===== src/hdl/fcs_pkg.sv =====
package fcs_pkg;

   // Command codes shifted in on the serial input
   localparam logic [7:0] CMD_WRITE_ENABLE = 8'h06;
   localparam logic [7:0] CMD_WRITE_DISABLE = 8'h04;
   localparam logic [7:0] CMD_WRSR_ONE = 8'h01;
   localparam logic [7:0] CMD_WRSR_TWO = 8'h31;
   localparam logic [7:0] CMD_WRSR_THREE = 8'h11;
   localparam logic [7:0] CMD_WRSR_FOUR = 8'h71;
   localparam logic [7:0] CMD_RDSR_THREE = 8'h15;
   localparam logic [7:0] CMD_RDSR_FOUR = 8'h25;
   localparam logic [7:0] CMD_BLOCK_LOCK = 8'h36;
   localparam logic [7:0] CMD_BLOCK_UNLOCK = 8'h39;
   localparam logic [7:0] CMD_DEEP_SLEEP = 8'hB9;
   localparam logic [7:0] CMD_ULTRA_SLEEP = 8'h79;
   localparam logic [7:0] CMD_WAKE = 8'hAB;

   // Frame lengths in bits
   localparam logic [5:0] BITS_CMD = 6'h08;
   localparam logic [5:0] BITS_CMD_DATA = 6'h10;
   localparam logic [5:0] BITS_CMD_ADDR = 6'h20;

   // Field positions in the third and fourth status registers
   localparam int DRV_LSB = 5;
   localparam int SCHEME_BIT = 2;
   localparam int DEPTH_BIT = 7;

   // Reset values
   localparam logic [1:0] DRV_RESET = 2'h1;
   localparam logic SCHEME_RESET = 1'b0;
   localparam logic DEPTH_RESET = 1'b0;

   // Drive strength codes
   localparam logic [1:0] DRV_RESERVED = 2'h0;
   localparam logic [1:0] DRV_FULL = 2'h1;
   localparam logic [1:0] DRV_TWO_THIRDS = 2'h2;
   localparam logic [1:0] DRV_ONE_THIRD = 2'h3;

   // Effective drive in percent of full strength, nominal and low supply
   localparam logic [8:0] PCT_FULL = 9'h064;
   localparam logic [8:0] PCT_FULL_LOW = 9'h0A6;
   localparam logic [8:0] PCT_TWO_THIRDS = 9'h042;
   localparam logic [8:0] PCT_TWO_THIRDS_LOW = 9'h084;
   localparam logic [8:0] PCT_ONE_THIRD = 9'h021;
   localparam logic [8:0] PCT_ONE_THIRD_LOW = 9'h063;

   // Block lock layout: 64 KB blocks over a 512 KB array
   localparam int NUM_BLOCKS = 8;
   localparam int BLOCK_ADDR_LSB = 16;
   localparam int BLOCK_ADDR_W = 3;

   typedef enum logic [2:0] {
      FCS_PWR_ON = 3'b001,
      FCS_PWR_DEEP = 3'b010,
      FCS_PWR_ULTRA = 3'b100
   } fcs_pwr_t;

   // Configuration seen by the rest of the device
   typedef struct packed {
      logic [1:0] drive_strength_sel;
      logic [8:0] drive_level_pct;
      logic protect_scheme_sel;
      logic use_range_protect;
      logic power_down_depth_sel;
      logic write_enable_latch;
   } fcs_cfg_t;

   // Power state seen by the rest of the device
   typedef struct packed {
      logic deep_sleep;
      logic ultra_deep_sleep;
      logic buffer_keep;
      logic buffer_clear;
   } fcs_pwr_out_t;

endpackage


===== src/hdl/fcs_config_bits.sv =====
`timescale 1ns/1ps
module fcs_config_bits (
   input wire logic clk,
   input wire logic sys_rst,
   input wire logic ce,
   input wire logic spi_sck,
   input wire logic spi_cs_n,
   input wire logic spi_mosi,
   output logic spi_miso,
   output logic spi_miso_oe,
   input wire logic low_vcc,
   input wire logic status_write_ok,
   output fcs_pkg::fcs_cfg_t cfg,
   output fcs_pkg::fcs_pwr_out_t pwr,
   output logic [fcs_pkg::NUM_BLOCKS-1:0] block_lock,
   output logic [fcs_pkg::NUM_BLOCKS-1:0] block_protect
);

   logic [1:0] sck_sync_q;
   logic [1:0] cs_sync_q;
   logic [1:0] mosi_sync_q;
   logic [1:0] vcc_sync_q;
   logic sck_prev_q;
   logic cs_prev_q;
   logic sck_rise;
   logic sck_fall;
   logic cs_rise;
   logic cs_fall;
   logic cs_active;
   logic [5:0] bit_cnt_q;
   logic [31:0] frame_q;
   logic [7:0] cmd_q;
   logic [7:0] tx_q;
   logic tx_en_q;
   logic [1:0] drv_q;
   logic scheme_q;
   logic depth_q;
   logic wen_latch_q;
   logic op_wren;
   logic op_wrdi;
   logic op_wrsr_any;
   logic op_wrsr_three;
   logic op_wrsr_four;
   logic op_lock;
   logic op_unlock;
   logic op_deep;
   logic op_ultra;
   logic op_wake;
   logic [fcs_pkg::NUM_BLOCKS-1:0] lock_q;
   fcs_pkg::fcs_pwr_t pwr_q;
   fcs_pkg::fcs_pwr_t pwr_d;
   logic buf_clear_q;
   logic [7:0] reg_three;
   logic [7:0] reg_four;
   logic awake;
   logic end_cmd;
   logic end_data;
   logic end_addr;
   logic wr_allow;
   logic [fcs_pkg::BLOCK_ADDR_W-1:0] blk_idx;
   logic [8:0] pct;

   // Pins from the host cross into clk through two flops each
   // Chip select resets high so no false frame start follows reset
   always_ff @(posedge clk) begin
      if (sys_rst) begin
         sck_sync_q <= 2'h0;
         cs_sync_q <= 2'h3;
         mosi_sync_q <= 2'h0;
         vcc_sync_q <= 2'h0;
      end else if (ce) begin
         sck_sync_q <= {sck_sync_q[0], spi_sck};
         cs_sync_q <= {cs_sync_q[0], spi_cs_n};
         mosi_sync_q <= {mosi_sync_q[0], spi_mosi};
         vcc_sync_q <= {vcc_sync_q[0], low_vcc};
      end
   end

   // Edge history taken from the second stage only
   always_ff @(posedge clk) begin
      if (sys_rst) begin
         sck_prev_q <= 1'b0;
         cs_prev_q <= 1'b1;
      end else if (ce) begin
         sck_prev_q <= sck_sync_q[1];
         cs_prev_q <= cs_sync_q[1];
      end
   end

   // Edges qualified by chip select; sck is ignored between frames
   assign cs_active = ~cs_sync_q[1];
   assign sck_rise = cs_active & sck_sync_q[1] & ~sck_prev_q;
   assign sck_fall = cs_active & ~sck_sync_q[1] & sck_prev_q;
   assign cs_rise = cs_sync_q[1] & ~cs_prev_q;
   assign cs_fall = ~cs_sync_q[1] & cs_prev_q;

   // Mode 0 receive: sample on rising sck, count saturates
   always_ff @(posedge clk) begin
      if (sys_rst) begin
         bit_cnt_q <= 6'h00;
         frame_q <= 32'h0000_0000;
         cmd_q <= 8'h00;
      end else if (ce) begin
         if (cs_fall) begin
            bit_cnt_q <= 6'h00;
         end else if (sck_rise) begin
            frame_q <= {frame_q[30:0], mosi_sync_q[1]};
            if (bit_cnt_q != 6'h3F) begin
               bit_cnt_q <= bit_cnt_q + 6'h01;
            end
            if (bit_cnt_q == fcs_pkg::BITS_CMD - 6'h01) begin
               cmd_q <= {frame_q[6:0], mosi_sync_q[1]};
            end
         end
      end
   end

   // Readable images; unmodeled and reserved bits read zero
   always_comb begin
      reg_three = 8'h00;
      reg_three[fcs_pkg::DRV_LSB +: 2] = drv_q;
      reg_three[fcs_pkg::SCHEME_BIT] = scheme_q;
      reg_four = 8'h00;
      reg_four[fcs_pkg::DEPTH_BIT] = depth_q;
   end

   // Only the awake state answers reads and writes
   assign awake = (pwr_q == fcs_pkg::FCS_PWR_ON);

   // Transmit on falling sck; reload each byte so reads repeat
   always_ff @(posedge clk) begin
      if (sys_rst) begin
         tx_q <= 8'h00;
         tx_en_q <= 1'b0;
      end else if (ce) begin
         if (cs_rise || cs_fall) begin
            tx_en_q <= 1'b0;
         end else if (sck_fall && bit_cnt_q >= fcs_pkg::BITS_CMD && bit_cnt_q[2:0] == 3'h0) begin
            if (awake && cmd_q == fcs_pkg::CMD_RDSR_THREE) begin
               tx_q <= reg_three;
               tx_en_q <= 1'b1;
            end else if (awake && cmd_q == fcs_pkg::CMD_RDSR_FOUR) begin
               tx_q <= reg_four;
               tx_en_q <= 1'b1;
            end
         end else if (sck_fall) begin
            tx_q <= {tx_q[6:0], 1'b0};
         end
      end
   end

   // Output straight from the shift flop; enable drops with chip select
   assign spi_miso = tx_q[7];
   assign spi_miso_oe = tx_en_q & cs_active;

   // Frame end qualifiers: exact bit counts only
   assign end_cmd = cs_rise && bit_cnt_q == fcs_pkg::BITS_CMD;
   assign end_data = cs_rise && bit_cnt_q == fcs_pkg::BITS_CMD_DATA;
   assign end_addr = cs_rise && bit_cnt_q == fcs_pkg::BITS_CMD_ADDR;
   assign wr_allow = awake & wen_latch_q & status_write_ok;
   assign blk_idx = frame_q[fcs_pkg::BLOCK_ADDR_LSB +: fcs_pkg::BLOCK_ADDR_W];

   // Command decode, each qualified by its own exact frame length
   assign op_wren = end_cmd && cmd_q == fcs_pkg::CMD_WRITE_ENABLE;
   assign op_wrdi = end_cmd && cmd_q == fcs_pkg::CMD_WRITE_DISABLE;
   assign op_wrsr_three = end_data && cmd_q == fcs_pkg::CMD_WRSR_THREE;
   assign op_wrsr_four = end_data && cmd_q == fcs_pkg::CMD_WRSR_FOUR;
   assign op_wrsr_any = end_data && (cmd_q == fcs_pkg::CMD_WRSR_ONE || cmd_q == fcs_pkg::CMD_WRSR_TWO ||
                        cmd_q == fcs_pkg::CMD_WRSR_THREE || cmd_q == fcs_pkg::CMD_WRSR_FOUR);
   assign op_lock = end_addr && cmd_q == fcs_pkg::CMD_BLOCK_LOCK;
   assign op_unlock = end_addr && cmd_q == fcs_pkg::CMD_BLOCK_UNLOCK;
   assign op_deep = end_cmd && cmd_q == fcs_pkg::CMD_DEEP_SLEEP;
   assign op_ultra = end_cmd && cmd_q == fcs_pkg::CMD_ULTRA_SLEEP;
   assign op_wake = end_cmd && cmd_q == fcs_pkg::CMD_WAKE;

   // Write enable latch; any permitted write-status drops it
   always_ff @(posedge clk) begin
      if (sys_rst) begin
         wen_latch_q <= 1'b0;
      end else if (ce && awake) begin
         if (op_wren) begin
            wen_latch_q <= 1'b1;
         end else if (op_wrdi) begin
            wen_latch_q <= 1'b0;
         end else if (op_wrsr_any && wr_allow) begin
            wen_latch_q <= 1'b0;
         end
      end
   end

   // Register three: drive and scheme; reserved write bits dropped
   always_ff @(posedge clk) begin
      if (sys_rst) begin
         drv_q <= fcs_pkg::DRV_RESET;
         scheme_q <= fcs_pkg::SCHEME_RESET;
      end else if (ce && op_wrsr_three && wr_allow) begin
         drv_q <= frame_q[fcs_pkg::DRV_LSB +: 2];
         scheme_q <= frame_q[fcs_pkg::SCHEME_BIT];
      end
   end

   // Register four: power-down depth
   always_ff @(posedge clk) begin
      if (sys_rst) begin
         depth_q <= fcs_pkg::DEPTH_RESET;
      end else if (ce && op_wrsr_four && wr_allow) begin
         depth_q <= frame_q[fcs_pkg::DEPTH_BIT];
      end
   end

   // Block locks: all set at reset, edited only in per-block scheme
   // Address bits above the eight blocks are ignored, so higher addresses alias onto the eight locks
   always_ff @(posedge clk) begin
      if (sys_rst) begin
         lock_q <= '1;
      end else if (ce && awake && scheme_q) begin
         if (op_lock) begin
            lock_q[blk_idx] <= 1'b1;
         end else if (op_unlock) begin
            lock_q[blk_idx] <= 1'b0;
         end
      end
   end

   // Range scheme leaves block guarding to the range logic outside
   assign block_lock = lock_q;
   assign block_protect = scheme_q ? lock_q : '0;

   // Power state; a sleeping device only decodes the wake command
   always_comb begin
      pwr_d = pwr_q;
      case (pwr_q)
         fcs_pkg::FCS_PWR_ON: begin
            if (op_ultra) begin
               pwr_d = fcs_pkg::FCS_PWR_ULTRA;
            end else if (op_deep) begin
               pwr_d = depth_q ? fcs_pkg::FCS_PWR_DEEP : fcs_pkg::FCS_PWR_ULTRA;
            end
         end
         fcs_pkg::FCS_PWR_DEEP, fcs_pkg::FCS_PWR_ULTRA: begin
            // Bare chip-select pulses give no 8-bit ABh frame
            if (op_wake) begin
               pwr_d = fcs_pkg::FCS_PWR_ON;
            end
         end
         default: begin
            pwr_d = fcs_pkg::FCS_PWR_ON;
         end
      endcase
   end

   // Power state flop; reset always lands awake
   always_ff @(posedge clk) begin
      if (sys_rst) begin
         pwr_q <= fcs_pkg::FCS_PWR_ON;
      end else if (ce) begin
         pwr_q <= pwr_d;
      end
   end

   // One-cycle buffer wipe on entering ultra-deep sleep
   always_ff @(posedge clk) begin
      if (sys_rst) begin
         buf_clear_q <= 1'b0;
      end else if (ce) begin
         buf_clear_q <= (pwr_d == fcs_pkg::FCS_PWR_ULTRA) && (pwr_q != fcs_pkg::FCS_PWR_ULTRA);
      end
   end

   // Effective drive; reserved code drives as full, safest for the bus
   always_comb begin
      case (drv_q)
         fcs_pkg::DRV_TWO_THIRDS: pct = vcc_sync_q[1] ? fcs_pkg::PCT_TWO_THIRDS_LOW : fcs_pkg::PCT_TWO_THIRDS;
         fcs_pkg::DRV_ONE_THIRD: pct = vcc_sync_q[1] ? fcs_pkg::PCT_ONE_THIRD_LOW : fcs_pkg::PCT_ONE_THIRD;
         fcs_pkg::DRV_FULL: pct = vcc_sync_q[1] ? fcs_pkg::PCT_FULL_LOW : fcs_pkg::PCT_FULL;
         default: pct = vcc_sync_q[1] ? fcs_pkg::PCT_FULL_LOW : fcs_pkg::PCT_FULL;
      endcase
   end

   // Configuration fields for the rest of the device
   assign cfg.drive_strength_sel = drv_q;
   assign cfg.drive_level_pct = pct;
   assign cfg.protect_scheme_sel = scheme_q;
   assign cfg.use_range_protect = ~scheme_q;
   assign cfg.power_down_depth_sel = depth_q;
   assign cfg.write_enable_latch = wen_latch_q;

   // Sleep depth and buffer handling
   assign pwr.deep_sleep = (pwr_q == fcs_pkg::FCS_PWR_DEEP);
   assign pwr.ultra_deep_sleep = (pwr_q == fcs_pkg::FCS_PWR_ULTRA);
   assign pwr.buffer_keep = (pwr_q != fcs_pkg::FCS_PWR_ULTRA);
   assign pwr.buffer_clear = buf_clear_q;

endmodule // fcs_config_bits


===== config.mk =====
export PLATFORM = sky130hd
export DESIGN_NAME = fcs_config_bits
export DESIGN_NICKNAME = d
export VERILOG_FILES = /design/src/hdl/fcs_pkg.sv /design/src/hdl/fcs_config_bits.sv
export SDC_FILE = /design/constraint.sdc
export NUM_CORES = 1
export LEC_CHECK = 0
export BUFFER_PORTS_ARGS = -buffer_cell sky130_fd_sc_hd__clkbuf_2
export CAP_MARGIN = 20
export CORE_UTILIZATION = 40
export CTS_CLUSTER_DIAMETER = 30
export DETAILED_ROUTE_END_ITERATION = 12
export HOLD_SLACK_MARGIN = 0.03
export RECOVER_POWER = 50
export SLEW_MARGIN = 25
export SYNTH_ARGS = -nofsm -noshare
export SYNTH_HDL_FRONTEND = slang
export SYNTH_SLANG_ARGS = --single-unit

===== constraint.sdc =====
create_clock -name clk -period 2 [get_ports clk]
set_input_delay 0.1 -clock clk [delete_from_list [all_inputs] [get_ports clk]]
set_output_delay 0.1 -clock clk [all_outputs]
set_load 0.05 [all_outputs]

==> flow_summary_export.csv, run 1 <==
group,metric,value,unit
status,status,"finished clean",
synthesis,synthFlopType,"dfxtp_1",
final_layout,fin_cells,564,
grt,antenna_found_initial,0,
min_path,hold_depth,3,
place,post-place-ws,43.22,ps
final_layout,seq_area,0.001343,mm2
final_layout,utilization,50.09,%
worst_setup_path,cp.arrival,2190,ps
route,drtPass1Iterations,4,
floorplan,fp.dieArea,0.008779,mm2
synthesis,synth_enable_flop_cells,0,
final_layout,areaGrowthSynthToFinish,21.76,%
worst_setup_path,required,2250,ps
synthesis,synth_area,0.003363,mm2
worst_setup_path,end_kind,"register",
power,vdd_drop_max,0.0003094,V
route,drt_iter0_drc,165,
grt,gr-total-overflow,0,
worst_setup_path,r2r-end,"pwr_q[1]",
place,routabilityCongestion,0.8758,
synthesis,synth.ff_latch_count,67,
route,vias,3044,
route,via_per_inst,5.397,
final_layout,fin_area,0.004095,mm2
worst_setup_path,cp_max_fo,8,
timing,skew,14.66,ps
synthesis,seq_area_frac_synth,39.88,%
route,finalWirelength,8033,um
run,drv_cap,0,
cts,clock_path_buffers,2,
timing,finalCritPeriodShare,97.24,%
cts,insertion_delay,350,ps
place,hpwl,5555,um
grt,grt_pass1_wl,12610,um
timing,fmax,0.5142,GHz
route,drtAntennaViolNets,0,
floorplan,io_pins,45,
cts,cts_root_buf,"clkbuf_8",
synthesis,synth_common_cells,"dfxtp_1, nand2_1, nor2_1",
timing,min_period,1945,ps
synthesis,synth_top_area_share,39.88,%
grt,grt_pass1_vias,2595,
final_layout,drive_gt1_share,17.86,%
final_layout,insertedDiodeCount,0,
final_layout,final_nets,466,
synthesis,async_reset_ff_share,0,%
synthesis,syn_avg_cell_area,8.408,um2
min_path,min_to,"buf_clear_q",
cts,clock-sinks,67,
synthesis,ys_types,58,
timing,setup-violations-final,0,
synthesis,synth_most_common_cell,"dfxtp_1",
worst_setup_path,reg2regPathDepth,5,
synthesis,yosys_warnings,0,
floorplan,die_h,93.70,um
min_path,hold_path.class,"input port to register",
grt,grt_max_degree,30,
timing,setup_ws,55.22,ps
power,p_per_area,657.7,mW/mm2
cts,tritoncts.num_buffers,9,
min_path,hp-start,"ce",
timing,hold_viol_final,0,
cts,cts_htree_levels,3,
worst_setup_path,r2r_start,"cmd_q[1]",
worst_setup_path,startpoint_type,"register",
place,place_inst,544,
worst_setup_path,path_class,"register to register",
grt,grt_usage,18.60,%
place,placed_area,0.003784,mm2
timing,grt_setup_unrepaired,"true",
place,portBuffers,41,
worst_setup_path,rrSetupSlack,60,ps
cts,cts_tree,"built",
floorplan,fp.dieW,93.70,um
route,wire_per_inst,14.24,um
final_layout,fillers,795,
final_layout,multiInputGateArea,0.001962,mm2
synthesis,netlist_instances,400,
timing,final_max_slew_viol_count,0,
cts,clk_pin_slew,80,ps
timing,tightestPinTransition,960.3,ps
synthesis,synthTopCellsByArea,"dfxtp_1, mux2i_1, nand2_1",
floorplan,start_util,41.14,%
power,p_leak,1.408,nW
floorplan,rows,33,
cts,cts_setup_buffers,0,
synthesis,synth.largest_area_cell,"dfxtp_1",
route,drc,0,
timing,slew_headroom,35.98,%
floorplan,core_area,0.008175,mm2
power,total_power,0.002693,W
==> cell families after synthesis <==
logic type,share of synthesized area [%]
flops,39.88
fa+ha+maj,1.488
buf+inv,5.803
simple gates,30.43
other cells,0.1115
xor+xnor,1.302
compound gates,13.24
mux,7.738
==> what timing repair did <==
action	4_1_cts	5_1_grt
hold buffers	4	0
endpoints found under the hold margin	4	0
endpoints found under the setup margin	0	14
resized for setup	0	19
==> cell usage in the layout (no fill, tap or decap), types with 4 or more instances in the layout <==
| cell type | n |
|---|---|
| nor4_2 | 7 |
| dfxtp_1 | 66 |
| o2111ai_1 | 4 |
| nand3_1 | 10 |
| nor2b_1 | 7 |
| nand2b_1 | 10 |
| nand2_1 | 59 |
| clkbuf_1 | 36 |
| and2_1 | 10 |
| a21oi_1 | 26 |
| nor2_1 | 32 |
| o21ai_0 | 8 |
| clkbuf_2 | 8 |
| dlygate4sd3_1 | 4 |
| clkbuf_8 | 10 |
| nand3b_1 | 5 |
| buf_4 | 26 |
| a31oi_1 | 6 |
| mux2i_1 | 26 |
| nand4_1 | 11 |
| inv_1 | 11 |
==> worst max-delay path: stages, from the launching register on <==
cell and delay [ps]:
dfxtp_1 390, or3b_2 490, nor4_1 340, buf_4 190, nand4_1 110, a311oi_2 330
==> where the power goes <==
group	internal, W	switching, W
Combinational	0.0000536	0.0000985
Clock	0.000621	0.000569
Sequential	0.00134	0.00000758
Total	0.00202	0.000675
==> per-layer routing <==
| layer | track usage, % | routed length, um | vias up |
|---|---|---|---|
| met1 | 24.95 | 3946 | 1441 |
| met5 | 0 | 0 | - |
| met2 | 28.77 | 3647 | 64 |
| met4 | 8.590 | 142 | 0 |
| met3 | 3.479 | 296 | 12 |
| li1 | - | - | 1527 |
==> worst max path at each step <==
stage            startpoint  endpoint  cells after the start
5_1_grt        bit_cnt_q[0]  register                      7
3_3_place_gp   bit_cnt_q[3]  drv_q[0]                      4
6_report           cmd_q[1]  pwr_q[1]                      5
3_5_place_dp   bit_cnt_q[0]  pwr_q[2]                      7
4_1_cts        bit_cnt_q[0]  register                      7
2_1_floorplan      drv_q[1]   cfg[10]                      2
==> final cells by class <==
| cell class | instances | area share (%) |
|---|---|---|
| Sequential cell | 67 | 32.78 |
| Clock buffer | 10 | 3.361 |
| Inverter | 11 | 1.008 |
| Timing Repair Buffer | 74 | 10.02 |
| Tap cell | 105 | 3.208 |
| Clock inverter | 6 | 1.711 |
| Multi-Input combinational cell | 291 | 47.91 |
==> metrics by stage <==
step / setup TNS [ps] / hold slack (ps)
floorplan: 0 / 228.4
global placement: 0 / 317.8
detailed placement: 0 / 327.3
CTS: 0 / 134.7
global route: -102.5 / 185.0
finish: 0 / 155.0
Power figures use the tool's default switching activity.
==> run 2, diff against run 1 <==
- ABC_AREA: unset -> 1
==> run 2 against run 1 <==
Against the previous run: largest power group unchanged; sequential share of layout area up 2.8 points; global-route usage is 0.098 points lower; highest routed layer unchanged; synthesized cell count increased by 20%; clock skew is 3.3 ps lower; die area fell by 1.3%.
==> flow_summary_export.csv, run 2 <==
group,metric,value,unit
cts,clock-sinks,67,
place,hpwl,5486,um
worst_setup_path,crit_end,"frame_q[6]",
route,wire_per_inst,12.02,um
place,routabilityCongestion,0.8715,
final_layout,fin_cells,629,
worst_setup_path,rrSetupSlack,220,ps
grt,antenna_found_initial,0,
final_layout,fillers,817,
timing,holdWs,153.9,ps
worst_setup_path,r2r-end,"frame_q[6]",
final_layout,drive_gt1_share,10.82,%
min_path,hold_path.class,"input port to register",
floorplan,start_util,42.08,%
synthesis,async_reset_ff_share,0,%
route,via_per_inst,4.941,
final_layout,areaGrowthSynthToFinish,13.64,%
cts,cts_root_buf,"clkbuf_8",
route,maxUsedRoutingLayer,"met4",
worst_setup_path,required,2270,ps
grt,gr-total-overflow,0,
worst_setup_path,path_cells,"inv_1 -> ha_1 -> inv_1 -> nand3_2 -> buf_4 -> inv_1 -> buf_4 -> o21ai_0 -> a21oi_1",
power,p_leak,1.625,nW
worst_setup_path,r2r_start,"cs_sync_q[1]",
cts,cts_setup_buffers,0,
cts,clock_path_buffers,2,
synthesis,netlist_instances,480,
cts,cts_htree_levels,3,
synthesis,ys_types,33,
grt,grt_pass1_wl,12630,um
synthesis,syn_avg_cell_area,6.915,um2
route,wl_met3,404,um
route,drtPass1Iterations,4,
grt,grt_usage,18.51,%
timing,skew,11.37,ps
timing,grt_setup_unrepaired,"false",
place,portBuffers,41,
power,p_per_area,683.8,mW/mm2
worst_setup_path,cp.depth,9,
floorplan,fp.dieArea,0.008667,mm2
worst_setup_path,end_kind,"register",
timing,setup_ws,217.9,ps
worst_setup_path,path_class,"register to register",
worst_setup_path,startpoint,"cs_sync_q[1]",
route,vias,3108,
timing,min_period,1782,ps
cts,clk_pin_slew,70,ps
synthesis,yosys_warnings,0,
floorplan,die_h,93.10,um
final_layout,final_nets,534,
worst_setup_path,max_stage_delay,440,ps
place,place_inst,609,
synthesis,synth_most_common_cell,"nand2_1",
timing,setup-violations-final,0,
worst_setup_path,cp_max_fo,26,
synthesis,synth.largest_area_cell,"dfxtp_1",
synthesis,synth_area,0.003319,mm2
worst_setup_path,crit_family,"buffers and inverters",
synthesis,synthTopCellsByArea,"dfxtp_1, nand2_1, inv_1",
worst_setup_path,reg2regPathDepth,9,
route,finalWirelength,7559,um
synthesis,synth_common_cells,"nand2_1, dfxtp_1, inv_1",
synthesis,synth_enable_flop_cells,0,
route,drt_iter0_drc,151,
timing,hold_viol_final,0,
route,drc,0,
synthesis,synth.ff_latch_count,67,
synthesis,synthFlopType,"dfxtp_1",
floorplan,core_area,0.007888,mm2
cts,insertion_delay,340,ps
final_layout,insertedDiodeCount,0,
timing,setup_tns,0,ps
route,route.met2.wl,3490,um
floorplan,fp.dieW,93.10,um
synthesis,synth_top_area_share,40.41,%
power,vdd_drop_max,0.0003485,V
synthesis,seq_area_frac_synth,40.41,%
grt,grt_pass1_vias,2789,
cts,cts_resized,0,
final_layout,final_cell_mix,"nand2_1, dfxtp_1, inv_1",
run,drv_cap,0,
status,status,"finished clean",
timing,finalCritPeriodShare,89.10,%
worst_setup_path,cp.arrival,2050,ps
worst_setup_path,path_buf_inv,5,
floorplan,io_pins,45,
place,post-place-ws,259.7,ps
floorplan,rows,32,
worst_setup_path,cpMaxStageDelayCell,"dfxtp_1",
worst_setup_path,startpoint_type,"register",
grt,grt_max_degree,48,
cts,cts_tree,"built",
cts,tritoncts.num_buffers,9,
final_layout,mostFrequentLayoutCell,"nand2_1",
timing,slew_headroom,44.56,%
timing,fmax,0.5611,GHz
timing,tightestPinTransition,831.6,ps
route,wl_met1,3535,um
worst_setup_path,critPathMostFrequentCell,"inv_1",
timing,final_max_slew_viol_count,0,
route,drtAntennaViolNets,0,
run 2: worst min path at each step:
stage | from | end | slack (ps) | depth (start not counted)
floorplan | sys_rst | cs_prev_q | 200 | 2
global placement | spi_cs_n | cs_sync_q[0] | 320 | 3
detailed placement | spi_cs_n | cs_sync_q[0] | 320 | 3
CTS | sys_rst | bit_cnt_q[1] | 120 | 2
global route | sys_rst | bit_cnt_q[5] | 140 | 2
finish | sys_rst | pwr_q[2] | 150 | 2
run 2: per-stage QoR:
step	cell area, um2	utilization (%)	power [W]
6_report	3772	47.83	0.002580
5_1_grt	3772	47.83	0.002703
4_1_cts	3820	48.43	0.002623
3_5_place_dp	3600	45.64	0.001581
3_3_place_gp	3600	45.64	0.001577
2_1_floorplan	3339	-	0.001538
run 2: logic make-up after synthesis:
group           share of synthesized area [%]
flops                                   40.41
compound gates                          15.49
fa+ha+maj                               1.508
buf+inv                                 12.06
other cells                            0.1130
xor+xnor                               0.7917
simple gates                            29.63
run 2: cell type report:
class	instances	area [um2]	area share [%]
sequential	67	1344	35.62
tap	102	127.6	3.383
clock inverter	4	25.02	0.6633
clock buffer	12	155.1	4.113
timing repair buffer	53	270.3	7.164
inverter	68	255.2	6.766
multi-input combinational	323	1595	42.29
run 2: metal layers:
layer  vias up  GRT usage [%]
li1       1631              -
met5         -              0
met2        72          30.39
met1      1395          23.14
met3        10          4.797
met4         0          7.179
run 2: power breakdown:
group | internal [W] | total (W) | leakage [nW] | switching (W)
Combinational | 0.0000533 | 0.000180 | 0.994 | 0.000127
Clock | 0.000514 | 0.00103 | 0.0884 | 0.000513
Sequential | 0.00136 | 0.00137 | 0.543 | 0.0000158
run 2: what timing repair did:
item / in CTS / in global routing
hold buffers: 4 / 0
endpoints found under the setup margin: 0 / 0
endpoints found under the hold margin: 4 / 0
==> run 3, diff against run 2 <==
- MAX_ROUTING_LAYER: unset -> met4
- SLEW_MARGIN: 25 -> unset
==> run 3 against run 2 <==
Against the previous run: non-clock buffer count is the same; clock-buffer cell count is the same; critical path type unchanged; core utilization is the same; sequential power is essentially flat; hold slack lost 14 ps; design area is the same; clock skew grew 1.5 ps; via count grew 0.48%; global-route usage grew 0.51 points; total power grew 0.30%; sequential share of layout area is the same.
==> flow_summary_export.csv, run 3 (synthesis gave the netlist of run 2 again) <==
group,metric,value,unit
status,status,"finished clean",
timing,tightestPinTransition,838.7,ps
place,post-place-ws,259.7,ps
place,hpwl,5486,um
grt,antenna_found_initial,0,
cts,clock_path_buffers,2,
worst_setup_path,reg2regPathDepth,9,
worst_setup_path,rrSetupSlack,220,ps
power,internal_power,0.001924,W
floorplan,io_pins,45,
final_layout,final_nets,534,
final_layout,areaGrowthSynthToFinish,13.64,%
min_path,hold_depth,2,
floorplan,fp.dieW,93.10,um
run,drv_cap,0,
timing,min_period,1782,ps
cts,tritoncts.num_buffers,9,
place,routabilityCongestion,0.8857,
timing,holdWs,140.2,ps
timing,final_max_slew_viol_count,0,
min_path,hold_path.class,"input port to register",
min_path,hp-start,"sys_rst",
final_layout,mostFrequentLayoutCell,"nand2_1",
power,vdd_drop_max,0.0003491,V
power,switching_share,25.64,%
route,drt_iter0_drc,142,
floorplan,die_h,93.10,um
timing,setup_ws,217.9,ps
min_path,min_to,"pwr_q[2]",
route,finalWirelength,7559,um
cts,cts_root_buf,"clkbuf_8",
timing,grt_setup_unrepaired,"false",
cts,clk_pin_slew,70,ps
worst_setup_path,cp.arrival,2060,ps
cts,clock-sinks,67,
route,drtPass1Iterations,4,
route,vias,3123,
route,drc,0,
floorplan,start_util,42.08,%
timing,setup_tns,0,ps
cts,cts_setup_buffers,0,
cts,cts_htree_levels,3,
floorplan,fp.dieArea,0.008667,mm2
timing,hold_viol_final,0,
grt,grt_util_met1,23.14,%
grt,top_usage_layer,"met2",
final_layout,drive_gt1_share,10.82,%
power,p_leak,1.625,nW
grt,grt_pass1_wl,12640,um
grt,met3_usage,4.797,%
final_layout,final_cell_mix,"nand2_1, dfxtp_1, inv_1",
cts,cts_tree,"built",
grt,grt.met2_usage,30.39,%
floorplan,core_area,0.007888,mm2
timing,slew_headroom,44.08,%
place,portBuffers,41,
timing,skew,12.90,ps
worst_setup_path,startpoint_type,"register",
route,drtAntennaViolNets,0,
worst_setup_path,path_class,"register to register",
final_layout,insertedDiodeCount,0,
route,via_per_inst,4.965,
grt,grt_max_degree,48,
cts,insertion_delay,350,ps
worst_setup_path,required,2280,ps
power,p_clk_share,40.0,%
worst_setup_path,cp_max_fo,26,
grt,grt_usage,19.02,%
power,power_frac_seq,53.1,%
timing,fmax,0.5611,GHz
power,power_switching,0.0006635,W
worst_setup_path,end_kind,"register",
final_layout,fillers,817,
route,wire_per_inst,12.02,um
grt,gr-total-overflow,0,
power,combPwrFrac,7.0,%
timing,finalCritPeriodShare,89.10,%
final_layout,utilization,47.83,%
floorplan,rows,32,
grt,grt_pass1_vias,2784,
worst_setup_path,r2r_start,"cs_sync_q[1]",
worst_setup_path,r2r-end,"frame_q[6]",
power,p_per_area,685.8,mW/mm2
timing,setup-violations-final,0,
## run 3: cell counts in the layout (fill, tap and decap cells not counted)
Identical to the previous run, type by type.
## run 3: critical path: stages, from the launching register on
cell     delay [ps]
dfxtp_1         440
inv_1           110
ha_1            220
inv_1           110
nand3_2         120
buf_4           270
inv_1           100
buf_4           160
o21ai_0          80
a21oi_1         110
## run 3: cell type report
cell class	count	area [um2]	share of cell area [%]
multi-input cells	323	1595	42.29
flip-flops and latches	67	1344	35.62
repair buffers	53	270.3	7.164
inverters	68	255.2	6.766
clock buffers	12	155.1	4.113
well taps	102	127.6	3.383
clock inverters	4	25.02	0.6633
## run 3: per-layer routing
layer,up-vias,part of all wire (%),wire [um]
met5,-,0,0
met4,0,1.9,142
met3,16,5.0,375
li1,1629,-,-
met1,1405,47,3567
met2,73,46,3474
## run 3: through the flow
step | total power (W) | std cells | area (um2)
3_5_place_dp | 0.001581 | 609 | 3600
4_1_cts | 0.002623 | 629 | 3820
3_3_place_gp | 0.001577 | 609 | 3600
2_1_floorplan | 0.001538 | 482 | 3339
5_1_grt | 0.002703 | 629 | 3772
6_report | 0.002587 | 629 | 3772
## run 3: power groups by stage
stage          sequential [W]  combinational [W]  clock (W)
3_3_place_gp          0.00140           0.000174          0
2_1_floorplan         0.00140           0.000137          0
5_1_grt               0.00138           0.000202    0.00113
6_report              0.00137           0.000180    0.00103
4_1_cts               0.00137           0.000184    0.00107
3_5_place_dp          0.00140           0.000178          0
## run 3: worst max-delay path by stage
stage                             from            to  slack [ps]
after floorplan               drv_q[1]       cfg[10]          30
after global placement    bit_cnt_q[1]  bit_cnt_q[3]         310
after detailed placement  cs_sync_q[1]      register         260
after CTS                 cs_sync_q[1]    frame_q[6]         250
after global routing      cs_sync_q[1]      register          60
final                     cs_sync_q[1]    frame_q[6]         220
## run 3: repair_timing
action | 4_1_cts | 5_1_grt
gates resized for setup | 0 | 0
hold endpoints to repair | 4 | 0
hold buffers | 4 | 0
